### src/cps_cfg.svh
// Constants for the clock prescaler and speed select block.
// Assumes inclusion by bare name from the package and the design modules.
`ifndef CPS_CFG_SVH
`define CPS_CFG_SVH

// Register byte addresses on the plain register port
`define CPS_ADDR_SPEED     8'h8F
`define CPS_ADDR_RELOAD    8'h97
`define CPS_ADDR_SPI       8'hAF

// Reset values
`define CPS_SPEED_RST      8'h00
`define CPS_RELOAD_RST     8'hFF
`define CPS_SPI_RST        1'h0
`define CPS_RDATA_IDLE     8'h00

// Readable bits of each register; reserved bits read as zero
`define CPS_SPEED_MASK     8'h7F
`define CPS_SPI_MASK       8'h01

// Field positions in clock_speed_control
`define CPS_BIT_DBL        0
`define CPS_BIT_TIMER0     1
`define CPS_BIT_TIMER1     2
`define CPS_BIT_TIMER2     3
`define CPS_BIT_UART       4
`define CPS_BIT_CNTARR     5
`define CPS_BIT_WDOG       6
// Field position in spi_speed_control
`define CPS_BIT_SPI        0

// Peripheral tick vector: timer0..2, uart, counter array, watchdog, spi
`define CPS_PERIPH_MSB     6
`define CPS_PERIPH_SPI     6

// Prescaler: reload value that selects the undivided source
`define CPS_RELOAD_MAX     8'hFF
// Divider count width covers 2 x 255 = 510 source ticks
`define CPS_DIV_MSB        8
`define CPS_DIV_ZERO       9'h000
`define CPS_DIV_ONE        9'h001

// Core phase generator: prescaled clocks per machine cycle (6)
`define CPS_PHASE_ZERO     3'h0
`define CPS_PHASE_ONE      3'h1
`define CPS_PHASE_LAST     3'h5

`endif

### src/cps_pkg.sv
// Types shared by the clock prescaler and speed select modules.
// Assumes cps_cfg.svh is on the include path.
`include "cps_cfg.svh"

package cps_pkg;

  // Clock mode applied to the core
  typedef enum logic {
    MODE_STD    = 1'b0,  // Divide-by-2 stage in the path
    MODE_DOUBLE = 1'b1   // Divide-by-2 stage bypassed
  } cps_mode_t;

  // State of the prescaler divider
  typedef struct packed {
    logic [`CPS_DIV_MSB:0] count;     // Source ticks left to next output
    logic [7:0]            reloadAct; // Reload value now in force
  } cps_div_state_t;

  // State of the top module
  typedef struct packed {
    logic [7:0]               clockSpeedControl;    // Software copy
    logic                     spiSpeedBit;          // spi_speed_control.0
    logic [7:0]               prescalerReloadValue; // Software reload
    logic                     strapPending;         // Strap not yet taken
    logic                     halfPhase;            // Crystal / 2 level
    cps_mode_t                modeEff;              // Mode in force
    logic [2:0]               phaseCnt;             // Machine cycle phase
    logic                     pairPhase;            // Odd machine cycle
    logic                     cpuTick;              // Prescaled clock
    logic                     machineTick;          // Machine cycle end
    logic [`CPS_PERIPH_MSB:0] periphTick;           // Peripheral cycles
    logic [7:0]               rdData;               // Read answer
  } cps_state_t;

endpackage

### src/cps_prescale_div.sv
// Reloadable 8-bit prescaler divider for the clock speed block.
// Assumes srcTick is a one-cycle enable at the selected source rate
// and that reloadValue comes from a register of the same clock.
`include "cps_cfg.svh"
`timescale 1ns/1ps

module cps_prescale_div (
  input  wire logic       ref_clk,     // Oscillator clock
  input  wire logic       rst_b,       // Synchronous reset, active low
  input  wire logic       srcTick,     // Source clock enable
  input  wire logic [7:0] reloadValue, // Software reload value
  output logic            divTick      // Prescaled clock enable
);

  cps_pkg::cps_div_state_t s_q;  // Registered state
  cps_pkg::cps_div_state_t s_d;  // Next state

  // Source ticks per output tick: 1 at all ones, else 2 x (255 - R)
  function automatic logic [`CPS_DIV_MSB:0] divPeriod(
    input logic [7:0] r
  );
    logic [`CPS_DIV_MSB:0] span;
    span = {1'b0, `CPS_RELOAD_MAX - r};
    if (r == `CPS_RELOAD_MAX) begin
      divPeriod = `CPS_DIV_ONE;
    end else begin
      divPeriod = {span[`CPS_DIV_MSB-1:0], 1'b0};
    end
  endfunction

  // Output tick whenever the count has run out on a source tick
  assign divTick = srcTick && (s_q.count == `CPS_DIV_ZERO);

  // Count down source ticks and reload at the terminal point
  always_comb begin
    s_d = s_q;
    if (srcTick) begin
      if (s_q.count == `CPS_DIV_ZERO) begin
        // reload point only
        // A new value is taken only here, so no pulse is cut short.
        s_d.reloadAct = reloadValue;
        s_d.count = divPeriod(reloadValue) - `CPS_DIV_ONE;
      end else begin
        s_d.count = s_q.count - `CPS_DIV_ONE;
      end
    end
  end

  // State register
  always_ff @(posedge ref_clk) begin
    if (!rst_b) begin
      s_q.count     <= `CPS_DIV_ZERO;
      s_q.reloadAct <= `CPS_RELOAD_RST;
    end else begin
      s_q <= s_d;
    end
  end

endmodule

### src/cps_clock_prescaler.sv
// Clock prescaler and speed select: derives the common CPU and
// peripheral clock enable, the machine cycle and per-peripheral cycles.
// Assumes ref_clk is the crystal input and the register port is driven
// by a master synchronous to it; the strap input is stable at reset.
//
// What this block does
// - Reset loads prescaler reload with all ones
// - Any reload value 00h to FFh applied
// - Double speed divides by 2 x (255-R)
// - Standard mode divides by 4 x (255-R)
// - All ones gives Fosc/2 or Fosc
// - Zero gives Fosc/1020 or Fosc/510
// - Bypassable divide-by-2 stage before core
// - Machine cycle 6 or 12 periods
// - Mode change only on halved clock rise
// - Double speed bit reset from security byte
// - Per-peripheral bits choose 6 or 12 periods
// - Peripheral bits ignored in standard mode
// - Cleared bit 6 periods, set 12
// - Watchdog bit6, counter bit5, select bit0
// - Reload register 8 bits, resets all ones
// - UART, timer2, timer1, timer0 at bits 4..1
`include "cps_cfg.svh"
`timescale 1ns/1ps

module cps_clock_prescaler (
  input  wire logic                     ref_clk,      // Crystal input clock
  input  wire logic                     rst_b,        // Sync reset, low
  input  wire logic [7:0]               regAddr,      // Register address
  input  wire logic [7:0]               regWrData,    // Write data
  input  wire logic                     regWrEn,      // Write strobe
  input  wire logic                     regRdEn,      // Read strobe
  output logic      [7:0]               regRdData,    // Read data, +1 cycle
  input  wire logic                     secByteDbl,   // Security byte strap
  output logic                          halfClk,      // Crystal / 2 level
  output logic                          dblActive,    // Double speed in use
  output logic                          cpuClkTick,   // CPU/peripheral clock
  output logic                          machineTick,  // Machine cycle end
  output logic      [`CPS_PERIPH_MSB:0] periphTick    // Peripheral cycles
);

  // Reset image of the whole state
  localparam cps_pkg::cps_state_t RST_STATE = '{
    clockSpeedControl:    `CPS_SPEED_RST,
    spiSpeedBit:          `CPS_SPI_RST,
    prescalerReloadValue: `CPS_RELOAD_RST,
    strapPending:         1'h1,
    halfPhase:            1'h0,
    modeEff:              cps_pkg::MODE_STD,
    phaseCnt:             `CPS_PHASE_ZERO,
    pairPhase:            1'h0,
    cpuTick:              1'h0,
    machineTick:          1'h0,
    periphTick:           '0,
    rdData:               `CPS_RDATA_IDLE
  };

  cps_pkg::cps_state_t s_q;        // Registered state
  cps_pkg::cps_state_t s_d;        // Next state
  logic                halfRise;   // Halved clock about to rise
  logic                srcTick;    // Source enable into the prescaler
  logic                divTick;    // Prescaled clock enable
  logic                isDouble;   // Double speed mode in force

  // Gather the per-peripheral speed bits in tick vector order
  function automatic logic [`CPS_PERIPH_MSB:0] periphSpeedBits(
    input logic [7:0] speedCtl,
    input logic       spiBit
  );
    logic [`CPS_PERIPH_MSB:0] v;
    v = '0;
    v[0] = speedCtl[`CPS_BIT_TIMER0];
    v[1] = speedCtl[`CPS_BIT_TIMER1];
    v[2] = speedCtl[`CPS_BIT_TIMER2];
    v[3] = speedCtl[`CPS_BIT_UART];
    v[4] = speedCtl[`CPS_BIT_CNTARR];
    v[5] = speedCtl[`CPS_BIT_WDOG];
    v[`CPS_PERIPH_SPI] = spiBit;
    periphSpeedBits = v;
  endfunction

  // Mode that the core runs in, not what software last wrote
  assign isDouble = (s_q.modeEff == cps_pkg::MODE_DOUBLE);

  // The halved clock rises on the cycle where halfPhase is low now
  assign halfRise = ~s_q.halfPhase;

  // divide-by-2 stage
  // Standard mode feeds the prescaler at half the crystal rate; double
  // speed bypasses the stage and feeds it on every crystal period.
  assign srcTick = isDouble ? 1'b1 : halfRise;

  // Prescaler divider; its reload value is the software register
  cps_prescale_div u_div (
    .ref_clk     (ref_clk),
    .rst_b       (rst_b),
    .srcTick     (srcTick),
    .reloadValue (s_q.prescalerReloadValue),
    .divTick     (divTick)
  );

  // Next-state logic for registers, mode switch and cycle generation
  always_comb begin
    logic [`CPS_PERIPH_MSB:0] spd;   // Speed bits, tick order
    logic                     slow;  // Peripheral at 12 periods
    spd  = '0;
    slow = 1'b0;
    s_d  = s_q;
    // Ticks and read data are one-cycle pulses by default
    s_d.cpuTick     = 1'b0;
    s_d.machineTick = 1'b0;
    s_d.periphTick  = '0;
    s_d.rdData      = `CPS_RDATA_IDLE;

    // strap at release
    // The strap is sampled in the first cycle after reset ends so the
    // reset itself only ever loads constants.
    if (s_q.strapPending) begin
      s_d.strapPending = 1'b0;
      s_d.clockSpeedControl[`CPS_BIT_DBL] = secByteDbl;
    end

    // Register writes; a write in the strap cycle wins over the strap
    if (regWrEn) begin
      case (regAddr)
        `CPS_ADDR_SPEED: begin
          s_d.clockSpeedControl = regWrData & `CPS_SPEED_MASK;
        end
        `CPS_ADDR_RELOAD: begin
          s_d.prescalerReloadValue = regWrData;
        end
        `CPS_ADDR_SPI: begin
          s_d.spiSpeedBit = regWrData[`CPS_BIT_SPI];
        end
        default: begin
          // Unmapped writes are dropped
        end
      endcase
    end

    // Register reads; answer stands only in the next cycle
    if (regRdEn) begin
      case (regAddr)
        `CPS_ADDR_SPEED: begin
          s_d.rdData = s_q.clockSpeedControl & `CPS_SPEED_MASK;
        end
        `CPS_ADDR_RELOAD: begin
          s_d.rdData = s_q.prescalerReloadValue;
        end
        `CPS_ADDR_SPI: begin
          s_d.rdData = {7'h00, s_q.spiSpeedBit};
        end
        default: begin
          // Unmapped reads return zero
          s_d.rdData = `CPS_RDATA_IDLE;
        end
      endcase
    end

    // Halved crystal clock runs free from reset
    s_d.halfPhase = ~s_q.halfPhase;

    // glitch-free mode switch
    // The requested mode is moved into force only where the halved
    // clock rises, so the source enable never gets a runt period.
    if (halfRise) begin
      if (s_q.clockSpeedControl[`CPS_BIT_DBL]) begin
        s_d.modeEff = cps_pkg::MODE_DOUBLE;
      end else begin
        s_d.modeEff = cps_pkg::MODE_STD;
      end
    end

    // minimum at zero
    // The source rate picks the mode factor; the divider supplies the
    // reload factor, so both formulas come from the same counter.
    if (divTick) begin
      s_d.cpuTick = 1'b1;
      // six clocks per cycle
      // Six prescaled clocks make a machine cycle; in standard mode with
      // reload FFh each one is two crystal periods, giving twelve in all.
      if (s_q.phaseCnt == `CPS_PHASE_LAST) begin
        s_d.phaseCnt    = `CPS_PHASE_ZERO;
        s_d.machineTick = 1'b1;
        s_d.pairPhase   = ~s_q.pairPhase;
        spd = periphSpeedBits(s_q.clockSpeedControl, s_q.spiSpeedBit);
        for (int i = 0; i <= `CPS_PERIPH_MSB; i++) begin
          slow = isDouble && spd[i];
          // per-peripheral cycle
          // A slow peripheral takes every second machine cycle, which
          // is twelve crystal periods at double speed with reload FFh.
          s_d.periphTick[i] = !slow || s_q.pairPhase;
        end
      end else begin
        s_d.phaseCnt = s_q.phaseCnt + `CPS_PHASE_ONE;
      end
    end
  end

  // State register
  always_ff @(posedge ref_clk) begin
    if (!rst_b) begin
      s_q <= RST_STATE;
    end else begin
      s_q <= s_d;
    end
  end

  // Outputs straight from flip-flops
  assign regRdData   = s_q.rdData;
  assign halfClk     = s_q.halfPhase;
  assign dblActive   = s_q.modeEff;
  assign cpuClkTick  = s_q.cpuTick;
  assign machineTick = s_q.machineTick;
  assign periphTick  = s_q.periphTick;

endmodule

### config.mk
export PLATFORM = sky130hd
export DESIGN_NAME = cps_clock_prescaler
export DESIGN_NICKNAME = d
export VERILOG_FILES = /design/src/cps_pkg.sv /design/src/cps_prescale_div.sv /design/src/cps_clock_prescaler.sv
export VERILOG_INCLUDE_DIRS = /design/src
export SDC_FILE = /design/constraint.sdc
export NUM_CORES = 1
export LEC_CHECK = 0
export BUFFER_PORTS_ARGS = -buffer_cell sky130_fd_sc_hd__buf_2
export CAP_MARGIN = 20
export CORE_UTILIZATION = 54
export CTS_CLUSTER_SIZE = 25
export DETAILED_ROUTE_END_ITERATION = 10
export PLACE_DENSITY = 0.82
export SYNTH_ARGS = -nofsm -noshare
export SYNTH_HDL_FRONTEND = slang
export SYNTH_SLANG_ARGS = --single-unit
### constraint.sdc
create_clock -name ref_clk -period 2.63 [get_ports ref_clk]
set_clock_uncertainty 0.15 [all_clocks]
set_input_delay 0.1315 -clock ref_clk [delete_from_list [all_inputs] [get_ports ref_clk]]
set_output_delay 0.1315 -clock ref_clk [all_outputs]
set_load 0.005 [all_outputs]
==> results.json <==
{
  "status": "finished, final reports clean",
  "hold_viol_final": 0,
  "drtIter0Drc": 114,
  "clk_latency_ns": 0.31,
  "yosys.area_share.simple": 0.251,
  "seq_power_share": 0.415,
  "grt_max_degree": 26,
  "power.total_uw": 2190,
  "p_clk_frac": 0.204,
  "syn-num-nets": 265,
  "reg2reg_slack_ns": 0.21,
  "clk_pin_slew_ns": 0.09,
  "pwr_density_cell_mw_per_mm2": 852,
  "path_max_fanout": 5,
  "drive_gt1_frac": 0.208,
  "cts_root_buf": "clkbuf_8",
  "yosys.area.top_type": "dfxtp_1",
  "num_antenna_cells": 0,
  "p_leak_uw": 0.00113,
  "synth.top_cell.area_share": 0.457,
  "post-cts-setup-buffer-count": 0,
  "nNetsFinal": 310,
  "rows": 22,
  "synth_cells": 243,
  "reg2reg_from": "u_div.s_q[8]",
  "drc": 0,
  "ys_seq_elements": 49,
  "postLayoutCoreUtil": 0.688,
  "yosys.area_share.adder": 0.00583,
  "worstSetupPathType": "register to register",
  "place_hpwl_mm": 3.23,
  "dp_cells": 312,
  "holdCritPathClass": "input pin to register",
  "grt_pass1_vias": 1762,
  "coreArea_mm2": 0.00374,
  "yosys_warnings": 0,
  "cts_made_buffers": 5,
  "io_buffers": 39,
  "tightestPinTransition_ns": 0.768,
  "synth_compound_area_frac": 0.143,
  "cts.sink_count": 49,
  "drt_first_pass_iters": 5,
  "sw_frac_of_total": 0.368,
  "finalCritPeriodShare": 0.920,
  "initial_utilization": 0.574,
  "grt_use_total": 0.245,
  "tns_ns": 0,
  "mostFrequentLayoutCell": "dfxtp_1",
  "arrival_ns": 2.50,
  "io_pins": 40,
  "finalSetupViolCount": 0,
  "critPathBufInv": 0,
  "netlist_area_mm2": 0.00215,
  "min_path_cells": 3,
  "netlist_top_cells_area": "dfxtp_1 46%, mux2i_1 5.6%, buf_4 5.2%",
  "antenna_found_initial": 0,
  "slowest_delay_ns": 0.60,
  "hold_end": "s_q[33]",
  "cts_tree": "yes",
  "die_w_um": 65.1,
  "synth_cell_types": 42,
  "crit_start": "u_div.s_q[8]",
  "ant_nets": 0,
  "synth_top_family_by_area": "simple AND/OR/NAND/NOR gates",
  "hold_start": "secByteDbl",
  "grt_pass1_wl_mm": 7.91,
  "htree_levels": 2,
  "max_freq_ghz": 0.413,
  "wire_per_inst_um": 13.7,
  "final_cell_mix": "49 x dfxtp_1, 39 x buf_2, 28 x nor2_1, 28 x nand2_1, 17 x dlygate4sd3_1",
  "vias": 1865,
  "crit_path_end_kind": "register",
  "finalWirelength_mm": 4.62,
  "vdd_drop_max_uv": 585,
  "p_int_uw": 1390,
  "syn-mean-instance-area_um2": 8.84,
  "fin_crit_ns": 2.42,
  "path_cells": "or4_4, nor3_4, a41oi_1, ha_1, nand2_1, nor4_2, and3_1, nor3_1",
  "die_h_um": 65.1,
  "cp_top_family": "simple AND/OR/NAND/NOR gates",
  "cp_data_required_time_ns": 2.71,
  "place_congestion": 0.807,
  "start_kind": "register",
  "clk_path_buf_depth": 2,
  "reg2reg_depth": 8,
  "syn_to_final_growth_pct": 20.0,
  "maxSlewHeadroom": 0.487,
  "slew_viol_final": 0,
  "vias_per_cell": 5.53,
  "r2r-end": "u_div.s_q[16]",
  "rsz0062_at_grt": "no",
  "synthXorXnorAreaFrac": 0.0122,
  "ys_seq_area_frac": 0.457,
  "die_area_mm2": 0.00423,
  "switchingPower_uw": 808,
  "synth_mux_area_frac": 0.0559,
  "cp_slowest_cell": "or4_4",
  "maxCapViolations": 0,
  "grt_remaining_overflow": 0,
  "pwr-share-comb": 0.381,
  "fin_cells": 337,
  "nFillCells": 318
}
==> layout make-up <==
type	count	area (um2)	share of cell area
inverter	5	18.8	0.00729
tap	48	60.1	0.0233
clock buffer	5	68.8	0.0267
clock inverter	3	22.5	0.00874
sequential	49	981	0.381
multi-input combinational	166	1020	0.397
timing repair buffer	61	403	0.156
==> worst max path at each step <==
stage / to / cells after the start / slack [ns]
final: u_div.s_q[16] / 8 / 0.21
after global routing: u_div.s_q[16] / 8 / 0.02
after CTS: u_div.s_q[16] / 8 / 0.15
after detailed placement: u_div.s_q[16] / 8 / 0.03
after global placement: u_div.s_q[16] / 8 / 0.10
after floorplan: u_div.s_q[16] / 8 / 0.27
==> logic make-up (layout without fill, tap and decap cells) <==
kind of cell / after synthesis / after routing
buf+inv: 28 / 74
fa+ha+maj: 1 / 1
mux: 12 / 12
compound gates: 47 / 47
simple gates: 103 / 103
flops: 49 / 49
xor+xnor: 3 / 3
==> state kept, by name, summed over array words and instances (netlist names) <==
register	cells
regRdData	8
u_div.s_q	9
machineTick	1
halfClk	1
s_q	21
cpuClkTick	1
periphTick	7
dblActive	1
==> synth_stat cells, drive strengths merged <==
library cell   n
and2           2
dfxtp         49
a41oi          1
inv            5
o21ai          5
nor4           6
and4b          1
mux2i         12
and3           1
nand3b         1
o211a          1
nor4b          1
nor3           7
clkbuf         7
ha             1
or3            5
nand2         28
a211oi         4
xnor2          3
nor2b          2
nand4          1
a22oi          7
or4            2
o211ai         3
a31oi          5
or2            2
buf           16
o21bai         4
nand3          9
and4           1
nor2          28
a21oi         14
a2111oi        2
a311o          1
nand2b         4
nand4b         2
==> routing by layer <==
layer	global-route usage	vias to the layer above	routed length, um
li1	-	935	-
met1	0.299	875	2120
met2	0.404	49	2240
met3	0.0634	6	191
met4	0.109	0	70
met5	0	-	0
==> stage by stage <==
| step | cell area (um2) | hold slack (ns) | setup slack (ns) |
|---|---|---|---|
| floorplan | 2150 | 0.106 | 0.271 |
| global placement | 2300 | 0.208 | 0.104 |
| detailed placement | 2300 | 0.214 | 0.0276 |
| CTS | 2560 | 0.0147 | 0.145 |
| global route | 2580 | 0.0335 | 0.0180 |
| finish | 2580 | 0.0101 | 0.210 |
==> repair_timing <==
action	in CTS	in global routing
gates resized for setup	1	2
hold buffers	17	0
cloned	0	0
setup endpoints to repair	1	1
pin swaps	0	1
endpoints found under the hold margin	18	0
==> tightest hold or removal path: stages <==
cell and delay, ns:
buf_2 0.09, mux2i_1 0.12, a211oi_1 0.08
==> power groups by stage <==
stage | registers (uW) | clock network (uW) | logic (uW)
floorplan | 911 | 0 | 589
global placement | 916 | 0 | 756
CTS | 908 | 454 | 800
finish | 910 | 448 | 837
detailed placement | 926 | 0 | 773
global route | 923 | 493 | 932
Note: power is estimated with default switching activity, not from simulation.
